<file path="config.mk">
export PLATFORM = sky130hd
export DESIGN_NAME = can_filt_top
export DESIGN_NICKNAME = d
export VERILOG_FILES = /design/src/can_filt_pkg.sv /design/src/can_filt_top.sv
export VERILOG_INCLUDE_DIRS = /design/src
export SDC_FILE = /design/constraint.sdc
export NUM_CORES = 1
export LEC_CHECK = 0
export BUFFER_PORTS_ARGS = -buffer_cell sky130_fd_sc_hd__buf_2
export CAP_MARGIN = 10
export CORE_MARGIN = 10
export CORE_UTILIZATION = 37
export DETAILED_ROUTE_END_ITERATION = 6
export SLEW_MARGIN = 20
export SYNTH_ARGS = -nofsm -noshare
export SYNTH_HDL_FRONTEND = slang
export SYNTH_SLANG_ARGS = --single-unit
</file>
<file path="constraint.sdc">
create_clock -name clk_i -period 9.5 [get_ports clk_i]
set_input_delay 0.475 -clock clk_i [delete_from_list [all_inputs] [get_ports clk_i]]
set_output_delay 0.475 -clock clk_i [all_outputs]
set_load 0.03 [all_outputs]
</file>
<file path="src/can_filt_cfg.svh">
// Register map, field positions, reset values and limits of the filter/flag/mode block.
// Assumes an 8-bit register port with a 5-bit word address.
`ifndef CAN_FILT_CFG_SVH
`define CAN_FILT_CFG_SVH

// ----------------------------------------
// Register offsets
// ----------------------------------------
`define A_CTRL0     5'h00
`define A_CTRL1     5'h01
`define A_BTR0      5'h02
`define A_BTR1      5'h03
`define A_RXFLG     5'h04
`define A_RXEN      5'h05
`define A_TXFLG     5'h06
`define A_TXEN      5'h07
`define A_FMODE     5'h08
`define A_PAT0      5'h09
`define A_MSK0      5'h0d
`define A_RXCNT     5'h11
`define A_TXCNT     5'h12

// ----------------------------------------
// Field positions
// ----------------------------------------
`define C0_SOFTRST  0
`define C0_SLPRQ    1
`define C0_SLEEP_ACK    2
`define F_RXF       0
`define F_OVR       1
`define F_BOFF      2
`define F_TERR      3
`define F_RERR      4
`define F_TWRN      5
`define F_RWRN      6
`define F_WAKE      7
`define FM_MODE_LSB 4
`define FM_HIT_LSB  0

// ----------------------------------------
// Codes, reset values and limits
// ----------------------------------------
`define FM_SINGLE   2'h0
`define FM_DUAL     2'h1
`define FM_QUAD     2'h2
`define FM_CLOSED   2'h3
`define SOFTRST_RST 1'b1
`define WARN_LIMIT  9'h060
`define PASS_LIMIT  9'h07f
`define BOFF_LIMIT  9'h0ff
`define RECESSIVE   1'b1

`endif

</file>
<file path="src/can_filt_pkg.sv">
// Types shared by the filter/flag/mode block and its surroundings.
// Assumes the constants header is compiled alongside.
`default_nettype none
package can_filt_pkg;

    typedef enum logic [1:0] {
        MODE_NORMAL,
        MODE_SLEEP,
        MODE_SOFT_RESET,
        MODE_POWER_DOWN
    } can_mode_t;

    typedef struct packed {
        logic        valid;
        logic [31:0] id;
    } rx_frame_t;

    typedef struct packed {
        logic [4:0] addr;
        logic [7:0] wdata;
        logic       wr;
        logic       rd;
    } reg_req_t;

    typedef struct packed {
        logic        soft_reset_lock;
        logic        sleep_req;
        logic        sleep_ack;
        logic [7:0]  ctrl1;
        logic [7:0]  btr0;
        logic [7:0]  btr1;
        logic [1:0]  fmode;
        logic [1:0]  hit_idx;
        logic [1:0]  bg_hit;
        logic        bg_full;
        logic [31:0] pattern;
        logic [31:0] mask;
        logic [7:0]  rx_flags;
        logic [7:0]  rx_en;
        logic [2:0]  tx_empty;
        logic [2:0]  tx_en;
        logic [7:0]  rdata;
        logic [3:0]  irq;
        logic        tx_pin;
        logic        fg_copy;
        logic        core_clk_en;
        logic        reg_clk_en;
        can_mode_t   mode;
    } state_t;

endpackage
`default_nettype wire

</file>
<file path="src/can_filt_top.sv">
// Acceptance filter, flag/interrupt logic, protection and low-power mode control.
// Assumes a protocol engine that presents each valid frame at end of frame and
// supplies error counters, bus activity and the transmit bit.
//
// Contract
// - Incoming identifier bits match pattern bits except where mask marks don't care.
// - On a hit set receive-full and record the two-bit hit index.
// - Several matching sections report the lowest-numbered one.
// - Single mode: one 32-bit filter over full identifier and control bits.
// - Dual mode: two 16-bit filters over leading identifier and control bits.
// - Quad mode: four 8-bit filters on first eight identifier bits, hits zero to three.
// - Closed mode accepts no frame; only a frame already held in the background slot can still fill the foreground and set receive-full.
// - Four interrupt outputs from eleven sources, each with its own enable.
// - Transmit interrupt while any enabled transmit buffer is empty.
// - Receive flag and interrupt right after end of frame of accepted message.
// - Wake interrupt on bus activity only when sleep-ack and wake enable are 1.
// - Warning flags set when receive or transmit error count reaches 96.
// - Counter above 127 gives error passive and sets its passive flag.
// - Transmit counter above 255 gives bus-off and sets bus-off flag.
// - Interrupt pends while flags set; write 1 clears unless condition holds.
// - Error counters cannot be written through the register port.
// - Configuration registers accept writes only while soft-reset lock is set.
// - Transmit pin recessive in every low-power mode.
// - Sleep and soft reset stop core clocks; power-down stops all clocks.
// - CPU stop gives power-down; else sleep-ack and soft-reset pick the mode.
// - Accepted frame with both receive buffers full is dropped, overrun flag set.
`timescale 1ns/100ps
`default_nettype none
`include "can_filt_cfg.svh"

module can_filt_top #(
    parameter int ADDR_W = 5
) (
    input  wire logic                  clk_i,
    input  wire logic                  rst_i,
    input  wire can_filt_pkg::reg_req_t req_i,
    output logic [7:0]                 rd_data_o,
    input  wire can_filt_pkg::rx_frame_t frame_i,
    input  wire logic [8:0]            rx_err_cnt_i,
    input  wire logic [8:0]            tx_err_cnt_i,
    input  wire logic [2:0]            tx_done_i,
    input  wire logic                  bus_activity_i,
    input  wire logic                  bus_busy_i,
    input  wire logic                  cpu_stop_i,
    input  wire logic                  tx_bit_i,
    output logic                       bus_tx_pin_o,
    output logic                       fg_copy_o,
    output logic [1:0]                 filter_hit_index_o,
    output logic [2:0]                 tx_empty_o,
    output logic [7:0]                 ctrl1_o,
    output logic [15:0]                bit_timing_o,
    output logic                       core_clk_en_o,
    output logic                       reg_clk_en_o,
    output can_filt_pkg::can_mode_t    mode_o,
    output logic                       wake_irq_o,
    output logic                       err_irq_o,
    output logic                       rx_irq_o,
    output logic                       tx_irq_o
);
    import can_filt_pkg::*;

    // ----------------------------------------
    // Elaboration check
    // ----------------------------------------
    if (ADDR_W != 5) begin : g_bad_addr
        $error("ADDR_W must be 5");
    end

    state_t      s_ff;
    state_t      nxt_s;
    logic [3:0]  sm;
    logic [3:0]  dm;
    logic [3:0]  qm;
    logic [3:0]  hit_vec;
    logic [1:0]  hit_num;
    logic        hit_any;
    logic [7:0]  rx_clr;
    logic [2:0]  tx_clr;
    logic [7:0]  rx_cond;
    logic        wr;
    logic        rd;
    logic        rx_buffer_full;
    logic        bg;
    logic        ovr_ev;
    logic        wake_ev;
    logic [1:0]  sel;

    // ----------------------------------------
    // Filter bank
    // ----------------------------------------
    // Section k compares one byte of identifier against pattern byte k
    for (genvar k = 0; k < 4; k++) begin : g_sec
        logic [7:0] pat;
        logic [7:0] msk;
        assign pat = s_ff.pattern[31-8*k -: 8];
        assign msk = s_ff.mask[31-8*k -: 8];
        assign sm[k] = &(~((frame_i.id[31-8*k -: 8] ^ pat) & ~msk));
        assign dm[k] = &(~((frame_i.id[31-8*(k%2) -: 8] ^ pat) & ~msk));
        assign qm[k] = &(~((frame_i.id[31:24] ^ pat) & ~msk));
    end

    always_comb begin
        case (s_ff.fmode)
            `FM_SINGLE: hit_vec = {3'h0, &sm};
            `FM_DUAL:   hit_vec = {2'h0, dm[3] & dm[2], dm[1] & dm[0]};
            `FM_QUAD:   hit_vec = qm;
            default:    hit_vec = 4'h0;
        endcase
        hit_any = |hit_vec;
        if (hit_vec[0]) begin
            hit_num = 2'h0;
        end else if (hit_vec[1]) begin
            hit_num = 2'h1;
        end else if (hit_vec[2]) begin
            hit_num = 2'h2;
        end else begin
            hit_num = 2'h3;
        end
    end

    // ----------------------------------------
    // Next state
    // ----------------------------------------
    always_comb begin
        nxt_s = s_ff;
        nxt_s.fg_copy = 1'b0;
        nxt_s.rdata = 8'h00;
        // No register access at all while powered down
        wr = req_i.wr & ~cpu_stop_i;
        rd = req_i.rd & ~cpu_stop_i;
        sel = 2'(req_i.addr - `A_PAT0);
        rx_clr = (wr && req_i.addr == `A_RXFLG) ? req_i.wdata : 8'h00;
        tx_clr = (wr && req_i.addr == `A_TXFLG) ? req_i.wdata[2:0] : 3'h0;

        if (wr) begin
            case (req_i.addr)
                `A_CTRL0: begin
                    nxt_s.soft_reset_lock = req_i.wdata[`C0_SOFTRST];
                    // Sleep request cannot be withdrawn before it is acknowledged
                    nxt_s.sleep_req = req_i.wdata[`C0_SLPRQ] | (s_ff.sleep_req & ~s_ff.sleep_ack);
                end
                `A_CTRL1: if (s_ff.soft_reset_lock) nxt_s.ctrl1 = req_i.wdata;
                `A_BTR0:  if (s_ff.soft_reset_lock) nxt_s.btr0 = req_i.wdata;
                `A_BTR1:  if (s_ff.soft_reset_lock) nxt_s.btr1 = req_i.wdata;
                `A_FMODE: begin
                    if (s_ff.soft_reset_lock) begin
                        nxt_s.fmode = req_i.wdata[`FM_MODE_LSB +: 2];
                    end
                end
                `A_RXEN:  nxt_s.rx_en = req_i.wdata;
                `A_TXEN:  nxt_s.tx_en = req_i.wdata[2:0];
                default: begin
                    if (s_ff.soft_reset_lock && req_i.addr >= `A_PAT0
                        && req_i.addr < `A_MSK0) begin
                        nxt_s.pattern[31-8*sel -: 8] = req_i.wdata;
                    end
                    if (s_ff.soft_reset_lock && req_i.addr >= `A_MSK0
                        && req_i.addr < `A_RXCNT) begin
                        nxt_s.mask[31-8*(sel ^ 2'h0) -: 8] = req_i.wdata;
                    end
                end
            endcase
        end
        // Counter offsets fall through the decode above: no write path exists

        // Error conditions from the counters
        rx_cond = 8'h00;
        rx_cond[`F_RWRN] = rx_err_cnt_i >= `WARN_LIMIT;
        rx_cond[`F_TWRN] = tx_err_cnt_i >= `WARN_LIMIT;
        rx_cond[`F_RERR] = rx_err_cnt_i > `PASS_LIMIT;
        rx_cond[`F_TERR] = tx_err_cnt_i > `PASS_LIMIT;
        rx_cond[`F_BOFF] = tx_err_cnt_i > `BOFF_LIMIT;

        // Receive path: foreground flag and background slot
        rx_buffer_full = s_ff.rx_flags[`F_RXF] & ~rx_clr[`F_RXF];
        bg = s_ff.bg_full;
        ovr_ev = 1'b0;
        if (!rx_buffer_full && bg && s_ff.mode == MODE_NORMAL) begin
            rx_buffer_full = 1'b1;
            bg = 1'b0;
            nxt_s.hit_idx = s_ff.bg_hit;
            nxt_s.fg_copy = 1'b1;
        end
        if (frame_i.valid && hit_any && s_ff.mode == MODE_NORMAL) begin
            if (!rx_buffer_full) begin
                rx_buffer_full = 1'b1;
                nxt_s.hit_idx = hit_num;
                nxt_s.fg_copy = 1'b1;
            end else if (!bg) begin
                bg = 1'b1;
                nxt_s.bg_hit = hit_num;
            end else begin
                ovr_ev = 1'b1;
            end
        end
        nxt_s.bg_full = bg;

        // Wake only counts while acknowledged asleep
        wake_ev = bus_activity_i & s_ff.sleep_ack & s_ff.rx_en[`F_WAKE];

        // Set wins over a clear in the same cycle; level flags resist clearing
        nxt_s.rx_flags = rx_cond | (s_ff.rx_flags & ~rx_clr);
        nxt_s.rx_flags[`F_RXF] = rx_buffer_full;
        nxt_s.rx_flags[`F_OVR] = ovr_ev | (s_ff.rx_flags[`F_OVR] & ~rx_clr[`F_OVR]);
        nxt_s.rx_flags[`F_WAKE] = wake_ev | (s_ff.rx_flags[`F_WAKE] & ~rx_clr[`F_WAKE]);
        nxt_s.tx_empty = tx_done_i | (s_ff.tx_empty & ~tx_clr);

        // Sleep handshake
        if (nxt_s.soft_reset_lock || !nxt_s.sleep_req || (s_ff.sleep_ack && bus_activity_i)) begin
            nxt_s.sleep_ack = 1'b0;
            if (s_ff.sleep_ack && bus_activity_i) begin
                nxt_s.sleep_req = 1'b0;
            end
        end else if (!bus_busy_i) begin
            nxt_s.sleep_ack = 1'b1;
        end

        // Mode selection
        if (cpu_stop_i) begin
            nxt_s.mode = MODE_POWER_DOWN;
        end else if (nxt_s.soft_reset_lock) begin
            nxt_s.mode = MODE_SOFT_RESET;
        end else if (nxt_s.sleep_ack) begin
            nxt_s.mode = MODE_SLEEP;
        end else begin
            nxt_s.mode = MODE_NORMAL;
        end
        nxt_s.core_clk_en = nxt_s.mode == MODE_NORMAL;
        nxt_s.reg_clk_en = nxt_s.mode != MODE_POWER_DOWN;
        nxt_s.tx_pin = (nxt_s.mode == MODE_NORMAL) ? tx_bit_i : `RECESSIVE;

        // Interrupt outputs: wake, error, receive, transmit
        nxt_s.irq[3] = nxt_s.rx_flags[`F_WAKE] & nxt_s.rx_en[`F_WAKE];
        nxt_s.irq[2] = |(nxt_s.rx_flags[6:1] & nxt_s.rx_en[6:1]);
        nxt_s.irq[1] = nxt_s.rx_flags[`F_RXF] & nxt_s.rx_en[`F_RXF];
        nxt_s.irq[0] = |(nxt_s.tx_empty & nxt_s.tx_en);

        // Read data, one cycle after the strobe
        if (rd) begin
            case (req_i.addr)
                `A_CTRL0: nxt_s.rdata = {5'h00, s_ff.sleep_ack, s_ff.sleep_req,
                                         s_ff.soft_reset_lock};
                `A_CTRL1: nxt_s.rdata = s_ff.ctrl1;
                `A_BTR0:  nxt_s.rdata = s_ff.btr0;
                `A_BTR1:  nxt_s.rdata = s_ff.btr1;
                `A_RXFLG: nxt_s.rdata = s_ff.rx_flags;
                `A_RXEN:  nxt_s.rdata = s_ff.rx_en;
                `A_TXFLG: nxt_s.rdata = {5'h00, s_ff.tx_empty};
                `A_TXEN:  nxt_s.rdata = {5'h00, s_ff.tx_en};
                `A_FMODE: nxt_s.rdata = {2'h0, s_ff.fmode, 2'h0, s_ff.hit_idx};
                `A_RXCNT: nxt_s.rdata = rx_err_cnt_i[7:0];
                `A_TXCNT: nxt_s.rdata = tx_err_cnt_i[7:0];
                default: begin
                    if (req_i.addr >= `A_PAT0 && req_i.addr < `A_MSK0) begin
                        nxt_s.rdata = s_ff.pattern[31-8*sel -: 8];
                    end else if (req_i.addr >= `A_MSK0 && req_i.addr < `A_RXCNT) begin
                        nxt_s.rdata = s_ff.mask[31-8*sel -: 8];
                    end
                end
            endcase
        end
    end

    // ----------------------------------------
    // State register
    // ----------------------------------------
    always_ff @(posedge clk_i or posedge rst_i) begin
        if (rst_i) begin
            s_ff <= '0;
            s_ff.soft_reset_lock <= `SOFTRST_RST;
            s_ff.tx_empty <= 3'h7;
            s_ff.tx_pin <= `RECESSIVE;
            s_ff.reg_clk_en <= 1'b1;
            s_ff.mode <= MODE_SOFT_RESET;
        end else begin
            s_ff <= nxt_s;
        end
    end

    assign rd_data_o          = s_ff.rdata;
    assign bus_tx_pin_o       = s_ff.tx_pin;
    assign fg_copy_o          = s_ff.fg_copy;
    assign filter_hit_index_o = s_ff.hit_idx;
    assign tx_empty_o         = s_ff.tx_empty;
    assign ctrl1_o            = s_ff.ctrl1;
    assign bit_timing_o       = {s_ff.btr1, s_ff.btr0};
    assign core_clk_en_o      = s_ff.core_clk_en;
    assign reg_clk_en_o       = s_ff.reg_clk_en;
    assign mode_o             = s_ff.mode;
    assign wake_irq_o         = s_ff.irq[3];
    assign err_irq_o          = s_ff.irq[2];
    assign rx_irq_o           = s_ff.irq[1];
    assign tx_irq_o           = s_ff.irq[0];
endmodule
`default_nettype wire

</file>
==> impl_metrics.prom <==
# TYPE chip_impl_metric gauge
chip_impl_info{name="status",value="finished clean"} 1
chip_impl_metric{name="gpl.final_weighted_congestion",unit=""} 0.9428
chip_impl_metric{name="synthCells",unit=""} 764
chip_impl_metric{name="reg2reg_slack",unit="ns"} 6.61
chip_impl_metric{name="synth-warning-count",unit=""} 0
chip_impl_metric{name="final_util",unit="%"} 42.38
chip_impl_metric{name="cts_post_setup_buffers_inserted",unit=""} 0
chip_impl_metric{name="synth_enable_flop_cells",unit=""} 0
chip_impl_metric{name="syn_area",unit="sq um"} 7794
chip_impl_metric{name="synth-seq-area-share",unit="%"} 44.42
chip_impl_metric{name="ios",unit=""} 122
chip_impl_metric{name="synth-async-reset-ratio",unit="%"} 100.0
chip_impl_info{name="top_signal_layer_used",value="met5"} 1
chip_impl_info{name="element_type_at_the_critical_path_start",value="input port"} 1
chip_impl_metric{name="syn_area_per_cell",unit="sq um"} 10.20
chip_impl_info{name="endpoint",value="g_sec[3].msk[4]$_DFFE_PP0P_"} 1
chip_impl_info{name="rsz0062_at_grt",value="no"} 1
chip_impl_metric{name="total_detailed_routing_wirelength",unit="mm"} 25.65
chip_impl_metric{name="ys_types",unit=""} 59
chip_impl_metric{name="die-height",unit="um"} 165.1
chip_impl_metric{name="route.detailed.wl_per_inst",unit="um"} 23.11
chip_impl_metric{name="fin_tns_setup",unit="ns"} 0
chip_impl_info{name="worst_setup_path_startpoint",value="req_i[10]"} 1
chip_impl_metric{name="power.switching_fraction",unit="%"} 28.94
chip_impl_metric{name="std_cell_rows",unit=""} 53
chip_impl_info{name="startpoint_of_the_most_critical_register_to_register_path",value="g_sec[2].pat[0]$_DFFE_PP0P_"} 1
chip_impl_metric{name="firstDrtPassIters",unit=""} 5
chip_impl_metric{name="hold_viol",unit=""} 0
chip_impl_metric{name="clock_tree.htree_level_count",unit=""} 4
chip_impl_info{name="tritoncts",value="built"} 1
chip_impl_metric{name="met2RoutedLength",unit="mm"} 11.71
chip_impl_metric{name="num_vias",unit=""} 6255
chip_impl_metric{name="clkLatencyLatePin",unit="ns"} 0.43
chip_impl_metric{name="pin_count_of_the_biggest_net_entering_global_routing",unit=""} 91
chip_impl_metric{name="power.density",unit="nW/um^2"} 167.6
chip_impl_metric{name="clkSinkCount",unit=""} 138
chip_impl_metric{name="first_global_vias",unit=""} 6394
chip_impl_metric{name="grt_pass1_wl",unit="mm"} 39.14
chip_impl_metric{name="coreArea",unit="sq um"} 20890
chip_impl_metric{name="port_buffers",unit=""} 121
chip_impl_metric{name="design.final.nets",unit=""} 899
chip_impl_metric{name="starting_density_of_the_core",unit="%"} 37.31
chip_impl_metric{name="cts_max_path_buffers",unit=""} 2
chip_impl_metric{name="detail_route.wirelength.met1",unit="mm"} 11.09
chip_impl_metric{name="power.leakage",unit="uW"} 0.003974
chip_impl_metric{name="synth.net_count",unit=""} 843
chip_impl_info{name="end_kind",value="flip-flop"} 1
chip_impl_metric{name="power.clock.fraction",unit="%"} 44.2
chip_impl_info{name="critical_path.reg2reg.endpoint",value="filter_hit_index_o[0]$_DFF_PP0_"} 1
chip_impl_metric{name="setup-violations-final",unit=""} 0
chip_impl_metric{name="min_period_over_period",unit="%"} 32.99
chip_impl_metric{name="cts_made_buffers",unit=""} 17
chip_impl_metric{name="worstPathArrival",unit="ns"} 3.41
chip_impl_metric{name="max_slew_margin",unit="%"} 30.52
chip_impl_metric{name="globalRouteOverflowTotal",unit=""} 0
chip_impl_metric{name="slew_viol_final",unit=""} 0
chip_impl_metric{name="cts-resized-gates",unit=""} 0
chip_impl_metric{name="floorplan.die_area",unit="sq um"} 27270
chip_impl_metric{name="grt.total_usage",unit="%"} 18.99
chip_impl_metric{name="worst-endpoint-required",unit="ns"} 9.78
chip_impl_metric{name="number_of_synthesized_register_bits",unit=""} 138
chip_impl_metric{name="r2r_cells",unit=""} 6
chip_impl_metric{name="crit_path_max_fanout",unit=""} 33
chip_impl_metric{name="drv.max_cap_violation_count",unit=""} 0
chip_impl_metric{name="share_comb_of_total_power",unit="%"} 12.9
chip_impl_metric{name="peakVddDrop",unit="mV"} 0.1452
chip_impl_info{name="worstHoldPathType",value="in2async"} 1
chip_impl_metric{name="p_seq_share",unit="%"} 42.9
chip_impl_metric{name="die_x",unit="um"} 165.1
chip_impl_metric{name="worst_setup_hold_path_clk_slew",unit="ns"} 0.06
chip_impl_info{name="cts_root_buffer",value="sky130_fd_sc_hd__clkbuf_16"} 1
chip_impl_info{name="worstSetupPathType",value="in2reg"} 1
chip_impl_metric{name="antenna_violating_nets_post_route",unit=""} 0
chip_impl_metric{name="vias_per_cell",unit=""} 5.635
chip_impl_metric{name="cellInternalPower",unit="uW"} 1054
chip_impl_metric{name="wl_met3",unit="mm"} 2.289
chip_impl_metric{name="ctsHoldBuffers",unit=""} 0
chip_impl_metric{name="worstMarginPinSlew",unit="ns"} 1.033
chip_impl_metric{name="hpwl",unit="mm"} 18.83
chip_impl_metric{name="dr.first_iter.drc_count",unit=""} 773
chip_impl_metric{name="timing.fmax",unit="MHz"} 319.1
chip_impl_metric{name="post_route_minimum_period",unit="ns"} 3.134
chip_impl_metric{name="final.setup_skew",unit="ns"} 0.007830
chip_impl_metric{name="initial_antenna_violation_count",unit=""} 2
chip_impl_metric{name="flow.area_growth_from_synthesis",unit="%"} 13.58
chip_impl_metric{name="detail_route.drc_violations",unit=""} 0
chip_impl_info{name="synth_ff_type",value="sky130_fd_sc_hd__dfrtp_1"} 1
chip_impl_metric{name="layout-drive-gt1-share",unit="%"} 28.57
chip_impl_metric{name="netSwitchingPower",unit="uW"} 429.4
[synthesized netlist by cell type, types with 5 or more instances]
| master | number | area [sq um] |
|---|---|---|
| sky130_fd_sc_hd__and3_1 | 12 | 75.07 |
| sky130_fd_sc_hd__xnor2_1 | 64 | 560.5 |
| sky130_fd_sc_hd__a22oi_1 | 21 | 157.7 |
| sky130_fd_sc_hd__buf_4 | 39 | 292.8 |
| sky130_fd_sc_hd__nand4_1 | 9 | 56.30 |
| sky130_fd_sc_hd__mux2_2 | 52 | 585.6 |
| sky130_fd_sc_hd__nand2_1 | 104 | 390.4 |
| sky130_fd_sc_hd__clkbuf_1 | 24 | 90.09 |
| sky130_fd_sc_hd__a21oi_1 | 10 | 50.05 |
| sky130_fd_sc_hd__a221oi_1 | 8 | 70.07 |
| sky130_fd_sc_hd__o21ai_0 | 61 | 305.3 |
| sky130_fd_sc_hd__dfrtp_1 | 131 | 3278 |
| sky130_fd_sc_hd__o22ai_1 | 28 | 175.2 |
| sky130_fd_sc_hd__inv_1 | 14 | 52.55 |
| sky130_fd_sc_hd__buf_2 | 17 | 85.08 |
| sky130_fd_sc_hd__nand3_1 | 6 | 30.03 |
| sky130_fd_sc_hd__mux2i_1 | 10 | 100.1 |
| sky130_fd_sc_hd__nor4_1 | 5 | 31.28 |
| sky130_fd_sc_hd__nor2b_1 | 8 | 50.05 |
| sky130_fd_sc_hd__nor2_1 | 28 | 105.1 |
| sky130_fd_sc_hd__a222oi_1 | 5 | 50.05 |
| sky130_fd_sc_hd__mux4_2 | 16 | 360.4 |
| sky130_fd_sc_hd__a21o_1 | 5 | 37.54 |
| sky130_fd_sc_hd__dfstp_2 | 7 | 183.9 |
| sky130_fd_sc_hd__nor3_1 | 7 | 35.03 |
| sky130_fd_sc_hd__and2_1 | 16 | 100.1 |
[power groups by stage]
stage,Sequential (uW),Clock (uW),Combinational [uW]
after floorplan,650,0,123
after global placement,645,0,190
after detailed placement,646,0,191
after CTS,635,664,192
after global routing,639,687,210
final,636,656,192
[registers in the layout, indices dropped and copies added (netlist names)]
name,count
s_ff,27
filter_hit_index_o,2
reg_clk_en_o,1
tx_irq_o,1
core_clk_en_o,1
ctrl1_o,8
g_sec.msk,32
fg_copy_o,1
bus_tx_pin_o,1
g_sec.pat,32
err_irq_o,1
tx_empty_o,3
rx_irq_o,1
wake_irq_o,1
bit_timing_o,16
mode_o,2
rd_data_o,8
[cells by family after synthesis]
family	synth area share, %
AND/OR/NAND/NOR	12.54
adder cells (fa/ha/maj)	0.6422
AO/OA/AOI/OAI	14.69
multiplexers	13.42
buffers and inverters	6.983
XOR/XNOR	7.305
flip-flops	44.42
[layout by cell type, fill, tap and decap left out, types with 6 or more instances in the layout]
cell,netlist,layout
sky130_fd_sc_hd__xnor2_1,64,64
sky130_fd_sc_hd__mux2_2,52,52
sky130_fd_sc_hd__and2_1,16,16
sky130_fd_sc_hd__dfrtp_1,131,131
sky130_fd_sc_hd__inv_1,14,13
sky130_fd_sc_hd__nand4_1,9,9
sky130_fd_sc_hd__nand3_1,6,6
sky130_fd_sc_hd__nor2b_1,8,8
sky130_fd_sc_hd__mux4_2,16,16
sky130_fd_sc_hd__nor3_1,7,7
sky130_fd_sc_hd__a221oi_1,8,8
sky130_fd_sc_hd__nand2_1,104,104
sky130_fd_sc_hd__a22oi_1,21,21
sky130_fd_sc_hd__mux2i_1,10,10
sky130_fd_sc_hd__o21ai_0,61,61
sky130_fd_sc_hd__and3_1,12,12
sky130_fd_sc_hd__clkbuf_16,0,17
sky130_fd_sc_hd__dfstp_2,7,7
sky130_fd_sc_hd__o22ai_1,28,28
sky130_fd_sc_hd__nor2_1,28,28
sky130_fd_sc_hd__a21oi_1,10,10
sky130_fd_sc_hd__buf_2,17,121
sky130_fd_sc_hd__inv_6,0,8
[layout make-up]
cell class                 count  area [sq um]
antenna                        2         5.005
clock buffer                  17         425.4
clock inverter                15         152.6
fill                        2014         12040
inverter                      14         57.56
multi-input combinational    527          3792
sequential                   138          3462
tap                          275         344.1
timing repair buffer         122         613.1
[worst min path at each step]
stage                                startpoint                          end  slack, ns  cells after the start
after floorplan           s_ff[106]$_DFFE_PP0P_        s_ff[106]$_DFFE_PP0P_       0.46                      1
after global placement    s_ff[106]$_DFFE_PP0P_        s_ff[106]$_DFFE_PP0P_       0.48                      1
after detailed placement  s_ff[106]$_DFFE_PP0P_        s_ff[106]$_DFFE_PP0P_       0.48                      1
after CTS                            cpu_stop_i       reg_clk_en_o$_DFF_PP1_       0.19                      2
after global routing                 cpu_stop_i       reg_clk_en_o$_DFF_PP1_       0.21                      2
final                                     rst_i  g_sec[1].pat[7]$_DFFE_PP0P_       0.21                      2
[through the flow]
stage	worst slack, ns	area (sq um)	instances	hold WS [ns]	power, uW
after global routing	6.020	8847	1108	0.2062	1536
after floorplan	5.340	7794	764	0.4593	773.7
after CTS	6.361	8842	1108	0.1942	1491
after global placement	6.036	8264	1076	0.4751	835.7
after detailed placement	5.925	8264	1076	0.4806	837.0
final	6.366	8852	1110	0.2055	1484
[worst max-delay path: stages]
cell and delay [ns]:
sky130_fd_sc_hd__buf_2 0.59, sky130_fd_sc_hd__inv_1 0.20, sky130_fd_sc_hd__ha_1 0.33, sky130_fd_sc_hd__and2_1 0.31, sky130_fd_sc_hd__a211oi_4 0.48, sky130_fd_sc_hd__nand4_1 0.65
sky130_fd_sc_hd__nand2_1 0.24, sky130_fd_sc_hd__o21ai_0 0.11
[metal layers]
layer / track usage [%] / vias to the layer above
li1: - / 2824
met1: 25.69 / 3082
met2: 29.21 / 300
met3: 4.908 / 47
met4: 5.757 / 2
met5: 0 / -
(Power assumes the default switching activity.)
